--- src/design/bti_cfg.svh ---
// Purpose: Constants for the branch instruction timing block.
// Assumes: Included by bare name from the design files and the bench.
// Notes: Operation select codes come from the upstream opcode decoder.
`ifndef BTI_CFG_SVH
`define BTI_CFG_SVH

// Operation select codes presented on op_code.
`define BTI_CODE_SHORT_JUMP 8'h01
`define BTI_CODE_JUMP_CARRY 8'h02
`define BTI_CODE_JUMP_NO_CARRY 8'h03
`define BTI_CODE_JUMP_ACC_ZERO 8'h04
`define BTI_CODE_JUMP_ACC_NONZERO 8'h05
`define BTI_CODE_DEC_BRANCH_REG 8'h06
`define BTI_CODE_LONG_JUMP 8'h07
`define BTI_CODE_LONG_CALL 8'h08
`define BTI_CODE_JUMP_BIT_SET 8'h09
`define BTI_CODE_JUMP_BIT_CLEAR 8'h0A
`define BTI_CODE_JUMP_BIT_SET_CLEAR 8'h0B
`define BTI_CODE_CMP_ACC_DIRECT 8'h0C
`define BTI_CODE_CMP_ACC_IMM 8'h0D
`define BTI_CODE_CMP_OPERAND_IMM 8'h0E
`define BTI_CODE_DEC_BRANCH_DIRECT 8'h0F
`define BTI_CODE_EXT_DATA_MOVE 8'h10

// Instruction lengths in bytes.
`define BTI_LEN_SHORT 2'h2
`define BTI_LEN_LONG 2'h3
`define BTI_LEN_MOVE 2'h1

// Cycle counts; one cycle is one mclk period.
`define BTI_CYC_SHORT 4'h3
`define BTI_CYC_LONG 4'h4
`define BTI_CYC_CALL_IRQ 4'h3
`define BTI_CYC_MOVE_BASE 4'h4

// Largest accepted external wait count and the field width.
`define BTI_WAIT_MAX 8'h07
`define BTI_WAIT_W 3

// Reset values.
`define BTI_RST_ADDR 16'h0000
`define BTI_RST_BYTE 8'h00
`define BTI_RST_CYC 4'h0

`endif

--- src/design/bti_pkg.sv ---
// Purpose: Types shared by the branch instruction timing design.
// Assumes: Nothing beyond the constants header.
// Notes: Encodings are left to the tools.
package bti_pkg;

	// Control transfer operations recognised by the block.
	typedef enum logic [4:0] {
		OP_NONE,
		OP_SHORT_JUMP,
		OP_JUMP_CARRY,
		OP_JUMP_NO_CARRY,
		OP_JUMP_ACC_ZERO,
		OP_JUMP_ACC_NONZERO,
		OP_DEC_BRANCH_REG,
		OP_LONG_JUMP,
		OP_LONG_CALL,
		OP_JUMP_BIT_SET,
		OP_JUMP_BIT_CLEAR,
		OP_JUMP_BIT_SET_CLEAR,
		OP_CMP_ACC_DIRECT,
		OP_CMP_ACC_IMM,
		OP_CMP_OPERAND_IMM,
		OP_DEC_BRANCH_DIRECT,
		OP_EXT_DATA_MOVE
	} bti_op_t;

endpackage

--- src/design/bti_branch_unit.sv ---
// Purpose: Decodes control transfer operations, resolves the branch and
//   times each instruction in mclk cycles.
// Assumes: Operand values are stable on the issue cycle; one clock domain.
// Notes: Issue is ignored while an instruction is still running.
`include "bti_cfg.svh"

// What this block does
// - One instruction cycle equals one mclk.
// - Short relative jump: two bytes, three cycles.
// - Carry and accumulator branches: two bytes, three cycles.
// - Register decrement branch: two bytes, three cycles.
// - Long jump and call: three bytes, four cycles.
// - Interrupt-issued long call takes three cycles.
// - Direct bit branches: three bytes, four cycles.
// - Bit set-and-clear branch also clears the bit.
// - Accumulator compare branches: three bytes, four cycles.
// - Register or indirect compare: three bytes, four.
// - Direct byte decrement branch: three bytes, four.
// - External data move takes four cycles unwaited.
// - Each wait state adds one cycle.
// - Wait count limited to zero to seven; larger counts saturate at seven.
module bti_branch_unit (
	// Clock and reset.
	input wire logic mclk,
	input wire logic reset,
	// Instruction issue.
	input wire logic issue,
	input wire logic [7:0] op_code,
	input wire logic [15:0] instr_addr,
	input wire logic [7:0] op_byte1,
	input wire logic [7:0] op_byte2,
	input wire logic from_interrupt,
	// Core state.
	input wire logic carry_flag,
	input wire logic [7:0] acc_value,
	input wire logic [7:0] operand_value,
	input wire logic [7:0] external_wait_count,
	// Results.
	output logic busy,
	output logic done,
	output logic illegal_op,
	output logic branch_taken,
	output logic [15:0] branch_target,
	output logic [1:0] instr_length,
	output logic [3:0] instr_cycles,
	output logic write_back,
	output logic [7:0] write_value,
	output logic bit_clear
);

	bti_pkg::bti_op_t op;
	logic accept;
	logic [1:0] len_next;
	logic [3:0] cyc_next;
	logic taken_next;
	logic [15:0] target_next;
	logic [7:0] rel_byte;
	logic [15:0] follow_addr;
	logic [7:0] dec_value;
	logic [2:0] wait_states;
	logic wb_next;
	logic clr_next;
	logic branch_taken_reg;
	logic [15:0] branch_target_reg;
	logic [1:0] instr_length_reg;
	logic [3:0] instr_cycles_reg;
	logic write_back_reg;
	logic [7:0] write_value_reg;
	logic bit_clear_reg;
	logic illegal_reg;
	logic [3:0] left_reg;
	logic wb_pend_reg;
	logic clr_pend_reg;
	logic last_next;

	// Map the select code onto an operation.
	always_comb begin
		case (op_code)
			`BTI_CODE_SHORT_JUMP: op = bti_pkg::OP_SHORT_JUMP;
			`BTI_CODE_JUMP_CARRY: op = bti_pkg::OP_JUMP_CARRY;
			`BTI_CODE_JUMP_NO_CARRY: op = bti_pkg::OP_JUMP_NO_CARRY;
			`BTI_CODE_JUMP_ACC_ZERO: op = bti_pkg::OP_JUMP_ACC_ZERO;
			`BTI_CODE_JUMP_ACC_NONZERO: op = bti_pkg::OP_JUMP_ACC_NONZERO;
			`BTI_CODE_DEC_BRANCH_REG: op = bti_pkg::OP_DEC_BRANCH_REG;
			`BTI_CODE_LONG_JUMP: op = bti_pkg::OP_LONG_JUMP;
			`BTI_CODE_LONG_CALL: op = bti_pkg::OP_LONG_CALL;
			`BTI_CODE_JUMP_BIT_SET: op = bti_pkg::OP_JUMP_BIT_SET;
			`BTI_CODE_JUMP_BIT_CLEAR: op = bti_pkg::OP_JUMP_BIT_CLEAR;
			`BTI_CODE_JUMP_BIT_SET_CLEAR: op = bti_pkg::OP_JUMP_BIT_SET_CLEAR;
			`BTI_CODE_CMP_ACC_DIRECT: op = bti_pkg::OP_CMP_ACC_DIRECT;
			`BTI_CODE_CMP_ACC_IMM: op = bti_pkg::OP_CMP_ACC_IMM;
			`BTI_CODE_CMP_OPERAND_IMM: op = bti_pkg::OP_CMP_OPERAND_IMM;
			`BTI_CODE_DEC_BRANCH_DIRECT: op = bti_pkg::OP_DEC_BRANCH_DIRECT;
			`BTI_CODE_EXT_DATA_MOVE: op = bti_pkg::OP_EXT_DATA_MOVE;
			default: op = bti_pkg::OP_NONE;
		endcase
	end

	// Out-of-range wait counts saturate so a bad value cannot wrap short.
	assign wait_states = (external_wait_count > `BTI_WAIT_MAX) ?
		3'(`BTI_WAIT_MAX) : external_wait_count[2:0];

	assign dec_value = operand_value - 8'h01;
	assign accept = issue && !busy && (op != bti_pkg::OP_NONE);

	// Length, cycle count and outcome of each operation.
	always_comb begin
		len_next = `BTI_LEN_LONG;
		cyc_next = `BTI_CYC_LONG;
		taken_next = 1'b0;
		wb_next = 1'b0;
		clr_next = 1'b0;
		case (op)
			bti_pkg::OP_SHORT_JUMP: begin
				len_next = `BTI_LEN_SHORT;
				cyc_next = `BTI_CYC_SHORT;
				taken_next = 1'b1;
			end
			bti_pkg::OP_JUMP_CARRY, bti_pkg::OP_JUMP_NO_CARRY: begin
				len_next = `BTI_LEN_SHORT;
				cyc_next = `BTI_CYC_SHORT;
				taken_next = carry_flag ^ (op == bti_pkg::OP_JUMP_NO_CARRY);
			end
			bti_pkg::OP_JUMP_ACC_ZERO, bti_pkg::OP_JUMP_ACC_NONZERO: begin
				len_next = `BTI_LEN_SHORT;
				cyc_next = `BTI_CYC_SHORT;
				taken_next = (acc_value == 8'h00) ^
					(op == bti_pkg::OP_JUMP_ACC_NONZERO);
			end
			bti_pkg::OP_DEC_BRANCH_REG: begin
				len_next = `BTI_LEN_SHORT;
				cyc_next = `BTI_CYC_SHORT;
				taken_next = (dec_value != 8'h00);
				wb_next = 1'b1;
			end
			bti_pkg::OP_LONG_JUMP: begin
				taken_next = 1'b1;
			end
			bti_pkg::OP_LONG_CALL: begin
				taken_next = 1'b1;
				if (from_interrupt) begin
					cyc_next = `BTI_CYC_CALL_IRQ;
				end
			end
			bti_pkg::OP_JUMP_BIT_SET: begin
				taken_next = operand_value[0];
			end
			bti_pkg::OP_JUMP_BIT_CLEAR: begin
				taken_next = !operand_value[0];
			end
			bti_pkg::OP_JUMP_BIT_SET_CLEAR: begin
				taken_next = operand_value[0];
				clr_next = operand_value[0];
			end
			bti_pkg::OP_CMP_ACC_DIRECT: begin
				taken_next = (acc_value != operand_value);
			end
			bti_pkg::OP_CMP_ACC_IMM: begin
				taken_next = (acc_value != op_byte1);
			end
			bti_pkg::OP_CMP_OPERAND_IMM: begin
				taken_next = (operand_value != op_byte1);
			end
			bti_pkg::OP_DEC_BRANCH_DIRECT: begin
				taken_next = (dec_value != 8'h00);
				wb_next = 1'b1;
			end
			bti_pkg::OP_EXT_DATA_MOVE: begin
				len_next = `BTI_LEN_MOVE;
				cyc_next = `BTI_CYC_MOVE_BASE + {1'b0, wait_states};
			end
			default: len_next = `BTI_LEN_LONG;
		endcase
	end

	// Relative targets count from the byte after the whole instruction.
	assign follow_addr = instr_addr + {14'h0000, len_next};
	assign rel_byte = (len_next == `BTI_LEN_SHORT) ? op_byte1 : op_byte2;
	always_comb begin
		if (op == bti_pkg::OP_LONG_JUMP || op == bti_pkg::OP_LONG_CALL) begin
			target_next = {op_byte1, op_byte2};
		end else begin
			target_next = follow_addr + {{8{rel_byte[7]}}, rel_byte};
		end
	end

	// Instruction results are captured once, when the issue is accepted.
	always_ff @(posedge mclk or posedge reset) begin
		if (reset) begin
			branch_taken_reg <= 1'b0;
			branch_target_reg <= `BTI_RST_ADDR;
			instr_length_reg <= 2'h0;
			instr_cycles_reg <= `BTI_RST_CYC;
			write_value_reg <= `BTI_RST_BYTE;
			wb_pend_reg <= 1'b0;
			clr_pend_reg <= 1'b0;
		end else if (accept) begin
			branch_taken_reg <= taken_next;
			branch_target_reg <= target_next;
			instr_length_reg <= len_next;
			instr_cycles_reg <= cyc_next;
			write_value_reg <= dec_value;
			wb_pend_reg <= wb_next;
			clr_pend_reg <= clr_next;
		end
	end

	// A private countdown mirrors the timer, since its count is not exported.
	always_ff @(posedge mclk or posedge reset) begin
		if (reset) begin
			left_reg <= `BTI_RST_CYC;
		end else if (accept) begin
			left_reg <= cyc_next;
		end else if (busy) begin
			left_reg <= left_reg - 4'h1;
		end
	end

	// The next cycle is the last busy one, the cycle in which done stands.
	assign last_next = busy && (left_reg == 4'h2);

	// Side effects pulse in the last cycle, so the core commits them once.
	always_ff @(posedge mclk or posedge reset) begin
		if (reset) begin
			write_back_reg <= 1'b0;
			bit_clear_reg <= 1'b0;
		end else begin
			write_back_reg <= wb_pend_reg && last_next;
			bit_clear_reg <= clr_pend_reg && last_next;
		end
	end

	// Unknown codes are flagged for one cycle and start nothing.
	always_ff @(posedge mclk or posedge reset) begin
		if (reset) begin
			illegal_reg <= 1'b0;
		end else begin
			illegal_reg <= issue && !busy && (op == bti_pkg::OP_NONE);
		end
	end

	// Occupancy timer: busy for exactly the instruction's cycle count.
	bti_cycle_timer u_timer (
		.mclk(mclk),
		.reset(reset),
		.load(accept),
		.count(cyc_next),
		.busy(busy),
		.done(done)
	);

	assign branch_taken = branch_taken_reg;
	assign branch_target = branch_target_reg;
	assign instr_length = instr_length_reg;
	assign instr_cycles = instr_cycles_reg;
	// Pulses aligned with done are registered from the private countdown and a held flop.
	assign write_back = write_back_reg;
	assign bit_clear = bit_clear_reg;
	assign write_value = write_value_reg;
	assign illegal_op = illegal_reg;
endmodule // bti_branch_unit

--- src/design/bti_cycle_timer.sv ---
// Purpose: Holds busy for a loaded number of mclk cycles.
// Assumes: A loaded count is at least two.
// Notes: done marks the last busy cycle.
`include "bti_cfg.svh"

module bti_cycle_timer (
	// Clock and reset.
	input wire logic mclk,
	input wire logic reset,
	// Load request.
	input wire logic load,
	input wire logic [3:0] count,
	// Status.
	output logic busy,
	output logic done
);

	logic [3:0] remain_reg;
	logic busy_reg;
	logic done_reg;

	// Count down; done is set one cycle ahead so it comes from a flop.
	always_ff @(posedge mclk or posedge reset) begin
		if (reset) begin
			remain_reg <= `BTI_RST_CYC;
			busy_reg <= 1'b0;
			done_reg <= 1'b0;
		end else if (load && !busy_reg) begin
			remain_reg <= count;
			busy_reg <= 1'b1;
			done_reg <= (count == 4'h1);
		end else if (busy_reg) begin
			remain_reg <= remain_reg - 4'h1;
			busy_reg <= (remain_reg != 4'h1);
			done_reg <= (remain_reg == 4'h2);
		end else begin
			done_reg <= 1'b0;
		end
	end

	assign busy = busy_reg;
	assign done = done_reg;

endmodule // bti_cycle_timer

--- config.mk ---
export PLATFORM = sky130hd
export DESIGN_NAME = bti_branch_unit
export DESIGN_NICKNAME = d
export VERILOG_FILES = /design/src/design/bti_pkg.sv /design/src/design/bti_branch_unit.sv /design/src/design/bti_cycle_timer.sv
export VERILOG_INCLUDE_DIRS = /design/src /design/src/design
export SDC_FILE = /design/constraint.sdc
export NUM_CORES = 1
export LEC_CHECK = 0
export BUFFER_PORTS_ARGS = -buffer_cell sky130_fd_sc_hd__clkbuf_2
export CAP_MARGIN = 20
export CORE_UTILIZATION = 45
export DETAILED_ROUTE_END_ITERATION = 12
export PLACE_DENSITY = 0.73
export SYNTH_ARGS = -nofsm -noshare
export SYNTH_HDL_FRONTEND = slang
export SYNTH_SLANG_ARGS = --single-unit
--- constraint.sdc ---
create_clock -name mclk -period 1.6 [get_ports mclk]
set_input_delay 0.32 -clock mclk [delete_from_list [all_inputs] [get_ports mclk]]
set_output_delay 0.32 -clock mclk [all_outputs]
set_load 0.005 [all_outputs]
# [Word-level counts from Yosys, hierarchy flattened]
# Memory sizes are Yosys's and may differ from the RTL's.
# Cells that the tools add are included.
[totals] ff_bits=46 mem_bits_ro=160 input_bits=69 out_inout_bits=36 elab_cells=89 mem_count=1
[classes] addsub=6 n_lt_le_gt_ge=1 eq_ne=24 mux=18 bitwise=2 n_reduce_logical=23
[memory_table] name="(name not given)" words=32 width=5 rd=1 rd_clocked_by_memory_dff=0 wr=0 line_no="bti_branch_unit.sv:78" text="case (op_code)"
[ops] operator="equality test 5 x 4 -> 1 bit, second input constant" count=8
[ops] operator="inequality test 8 bit" count=3
[ops] operator="equality test 5 x 3 -> 1 bit, second input constant" count=4
[ops] operator="adder 16 bit" count=1
[ops] operator="adder 16 x 2 -> 16 bit" count=1
[ops] operator="two-way mux 16 bit" count=1
[ops] operator="two-way mux 4 bit" count=4
[ops] operator="one-hot mux 4 bit (3 select lines)" count=1
[ops] operator="equality test 5 x 2 -> 1 bit, second input constant" count=2
[ops] operator="one-hot mux 1 bit (9 select lines)" count=1
[ops] operator="equality test 4 x 2 -> 1 bit, second input constant" count=2
[ops] operator="greater-than comparator 8 x 3 -> 1 bit, second input constant" count=1
[ops] operator="logical NOT 8 bit" count=1
[ops] operator="two-way mux 8 bit" count=1
[ops] operator="nonzero test 8 bit" count=1
[ops] operator="OR reduction 2 bit" count=4
[ops] operator="subtractor 4 x 1 -> 4 bit, second input constant" count=2
[ops] operator="subtractor 8 x 1 -> 8 bit, second input constant" count=1
[ops] operator="logical AND 1 bit" count=7
[ops] operator="two-way mux 1 bit" count=6
[ops] operator="two-way mux 3 bit" count=2
[ops] operator="OR reduction 6 bit" count=1
[ops] operator="equality test 5 x 1 -> 1 bit, second input constant" count=1
[ops] operator="equality test 5 bit, second input constant" count=1
[ops] operator="14 further kinds" count=17

# [Longest topological paths before layout]
[depth] word_depth=9 ltp_mapped=17

# [Cells and area by module]
# Synthesis repeated with hierarchy kept, for this count alone.
[hier_totals] cells_unflattened=439 area_unflattened_um2=3751.1
[modules_own_cells] mod="bti_branch_unit" instances=1 cells_per_inst=402 area_per_inst_um2=3392.0
[modules_own_cells] mod="bti_cycle_timer" instances=1 cells_per_inst=37 area_per_inst_um2=359.1

# [Worst setup path after synthesis]
# No wires, ideal clock.
[synth_timing] path_type="input to register" start="in op_code[4]" end="reg branch_target_reg[13], in the netlist branch_target[13]" setup_time_ns=0.071 arrival_time_ns=3.920 setup_slack_ns=-2.391 cell_stages=14 n_path_buf=0 path_cell_list="or4_4 a2111oi_4 mux2_2 fa_1 ha_1 inv_1 fa_1 nor2b_1 o31ai_1 a21boi_0 o21a_1 o21a_1 o311a_1 nor2_1"
[synth_between] elab_chain_len=9 word_cells_on_any_way=21 classes_between="add/sub (2); eq/ne (10); mux (4); reduce/logical (4); memory (1)"
[synth_rtl] item="start: declaration" line_no="bti_branch_unit.sv:28" text="input wire logic [7:0] op_code,"
[synth_rtl] item="memory read (32 x 5 bit) *"
[synth_rtl] item="two-way mux 5 bit *" line_no="bti_branch_unit.sv:78"
[synth_rtl] item="parallel branches: the longest is 7 deep, another holds adder 16 x 2 -> 16 bit"
[synth_rtl] item="end signal: assignment" line_no="bti_branch_unit.sv:191" text="branch_target_reg <= `BTI_RST_ADDR;"
[synth_rtl] item="end signal: assignment" line_no="bti_branch_unit.sv:199" text="branch_target_reg <= target_next;"
[synth_rtl] item="end: declaration" line_no="bti_branch_unit.sv:64" text="logic [15:0] branch_target_reg;"
# Every way passes the cells marked *.
# A chain may end at the register's enable or synchronous reset.

# [Worst setup path after layout]
[layout_timing] start="in op_code[4]" end="reg branch_target_reg[7], in the netlist branch_target[7]"
# The elaborated chain is that of the path after synthesis.

==> metrics.yaml <==
cpMostUsedCell: "buf_6"
finalHoldViolCount: 0
rsz0062_at_grt: "true"
post-route-min-period_ps: 3640
critPathSlowestCell: "or4_4"
start_kind: "input pin"
core_area_sq_um: 7850
synth_most_common_cell: "dfrtp_1"
relSlewSlack: 0.566
clockRootBuffer: "clkbuf_8"
final_cell_area_sq_um: 6210
antenna_found_initial: 0
cts_made_buffers: 5
grt_pass1_wl_microns: 20400
ios: 105
peakVddDrop_mv: 0.641
grt_max_degree: 47
path_cells: "buf_6 -> or4_4 -> a2111oi_4 -> buf_6 -> mux2i_4 -> fa_1 -> inv_2 -> ha_4 -> inv_2 -> fa_2 -> nor2b_4 -> o31ai_4 -> buf_4 -> buf_6 -> nand2b_4 -> a21oi_4 -> xnor2_1 -> mux2i_1 -> o21ai_1"
syn_nets: 519
synth_area_sq_um: 3690
r2r_setup_slack_ps: -50
dp_hpwl_microns: 8680
seq_area_frac_synth: 0.312
reg2reg_to: "branch_taken"
postSynth.topFlopCell: "dfrtp_1"
tightest_slew_ps: 644
r2r_start: "u_timer.busy"
synth_top_cell_area_share: 0.312
grtUsageTotal: 0.307
cts_tree: "done"
p_leak_uw: 0.00287
reg2regPathDepth: 8
ys_ff_latch: 46
skew_ps: 9.03
overflow: 0
finalCritPeriodShare: 2.27
path_max_fanout: 7
syn_area_per_cell_sq_um: 8.94
worst_ep_required_time_ps: 1800
setup_ws_ps: -2040
ys_top_cells_by_count: "dfrtp_1, a21oi_1, nand2_1"
start_util: 0.471
path_clk_slew_ps: 100
ant_nets: 0
drt_iter0_drc: 224
yosysWarnings: 0
setup_viol: 42
drt_wl_total_microns: 14700
clk_path_buf_depth: 2
slew_violations: 0
hp-class: "in2async"
violations: "negative setup slack"
die_h_microns: 92.6
htree_levels: 2
power_density_nw_per_um2: 931
antenna_cells: 0
die_x_microns: 92.6
criticalPathCategory: "in2reg"
status: "complete, but fails checks"
fmax_ghz: 0.275
wl_per_cell_microns: 20.1
crit_end: "branch_target[7]"
largest_register_ffs: 16
hold_buffers: 0
drive_gt1_frac: 0.540
synth-edff-count: 0
arrival_ps: 3840
place_congestion: 0.954
netlist_instances: 413
clock_sinks: 46
timing.hold.ws_ps: 14.4
portBuffers: 104
rows: 32
drcViolationCount: 0
first_pass_iters: 5
drv_cap: 0
async_flop_share: 1.00
yosysTopAreaCell: "dfrtp_1"
die_area_sq_um: 8570
end_kind: "flip-flop"
startpoint: "op_code[4]"
cpPeakStageDelay_ps: 560
synthTopCellsByArea: "dfrtp_1, ha_1, xor2_1"
clk_latency_ps: 310
vias: 4345
grt_pass1_vias: 4172
synthDistinctLibCells: 63
dpl_cell_area_sq_um: 5120
nets: 735
dp_slack_ps: -2240
area_delta_synth_final_pct: 68.2
vias_per_cell: 5.94
fin_util: 0.791
==> timing repair <==
item | 4_1_cts | 5_1_grt
buffers inserted | 12 | 23
cloned | 2 | 2
resized for setup | 73 | 73
endpoints found under the setup margin | 41 | 41
pin swaps | 33 | 35
==> worst min-delay path by stage <==
stage | start | to | slack [ps] | cells past startpoint
after global placement | reset | clr_pend_reg | 360 | 3
after detailed placement | reset | bit_clear | 370 | 3
final | reset | bit_clear | 10 | 3
after global routing | reset | write_value[7] | 30 | 3
after CTS | reset | bit_clear | 30 | 3
after floorplan | clr_pend_reg | clr_pend_reg | 440 | 2
==> layout by cell type (no fill, tap or decap), drive strengths merged, types with 5 or more instances in the layout <==
cell    count
buf       122
clkbuf    109
dfrtp      46
a21oi      39
nand2      36
ha         34
nor2       33
o21ai      26
xor2       24
inv        21
xnor2      15
mux2i      11
nand3       9
nor3        9
nor4        8
mux2        7
o21a        7
o22a        5
o31ai       5
==> worst max-delay path, delay by kind of cell <==
| family | cells | cell delay (ps) |
|---|---|---|
| adders and majority gates | 3 | 960 |
| muxes | 2 | 450 |
| AOI/OAI and AO/OA | 4 | 470 |
| xor gates and xnor gates | 1 | 120 |
| buffers and inverters | 6 | 700 |
| and+or+nand+nor | 3 | 820 |
==> stage by stage <==
step           power (uW)  instances  TNS [ps]
2_1_floorplan        3200        413    -31360
3_3_place_gp         4140        690    -41560
3_5_place_dp         4260        690    -44070
4_1_cts              5300        711    -29130
5_1_grt              6140        732    -36730
6_report             5780        732    -34600
==> cell families after synthesis <==
| kind of cell | after synthesis | synth area share |
|---|---|---|
| flops | 46 | 0.312 |
| buf+inv | 38 | 0.0488 |
| xor+xnor | 39 | 0.0925 |
| compound gates | 115 | 0.202 |
| simple gates | 120 | 0.161 |
| fa+ha+maj | 37 | 0.131 |
| mux | 18 | 0.0522 |
==> cell type report <==
type | count | area, sq um
repair buffers | 226 | 1640
well taps | 102 | 128
fillers | 469 | 1640
clock inverters | 3 | 23.8
flip-flops and latches | 46 | 1150
inverters | 20 | 75.1
multi-input cells | 330 | 3120
clock buffers | 5 | 68.8
==> routing by layer <==
layer | wire, microns | global-route usage
met1 | 5540 | 0.368
met2 | 7400 | 0.538
met3 | 993 | 0.0493
met4 | 786 | 0.139
met5 | 0 | 0
==> power by group <==
part	switching, uW	internal (uW)	leakage (uW)
Sequential	456	1640	0.000565
Combinational	1410	1500	0.00226
Clock	462	314	0.0000408
Total	2330	3450	0.00287
(Power assumes the default switching activity.)
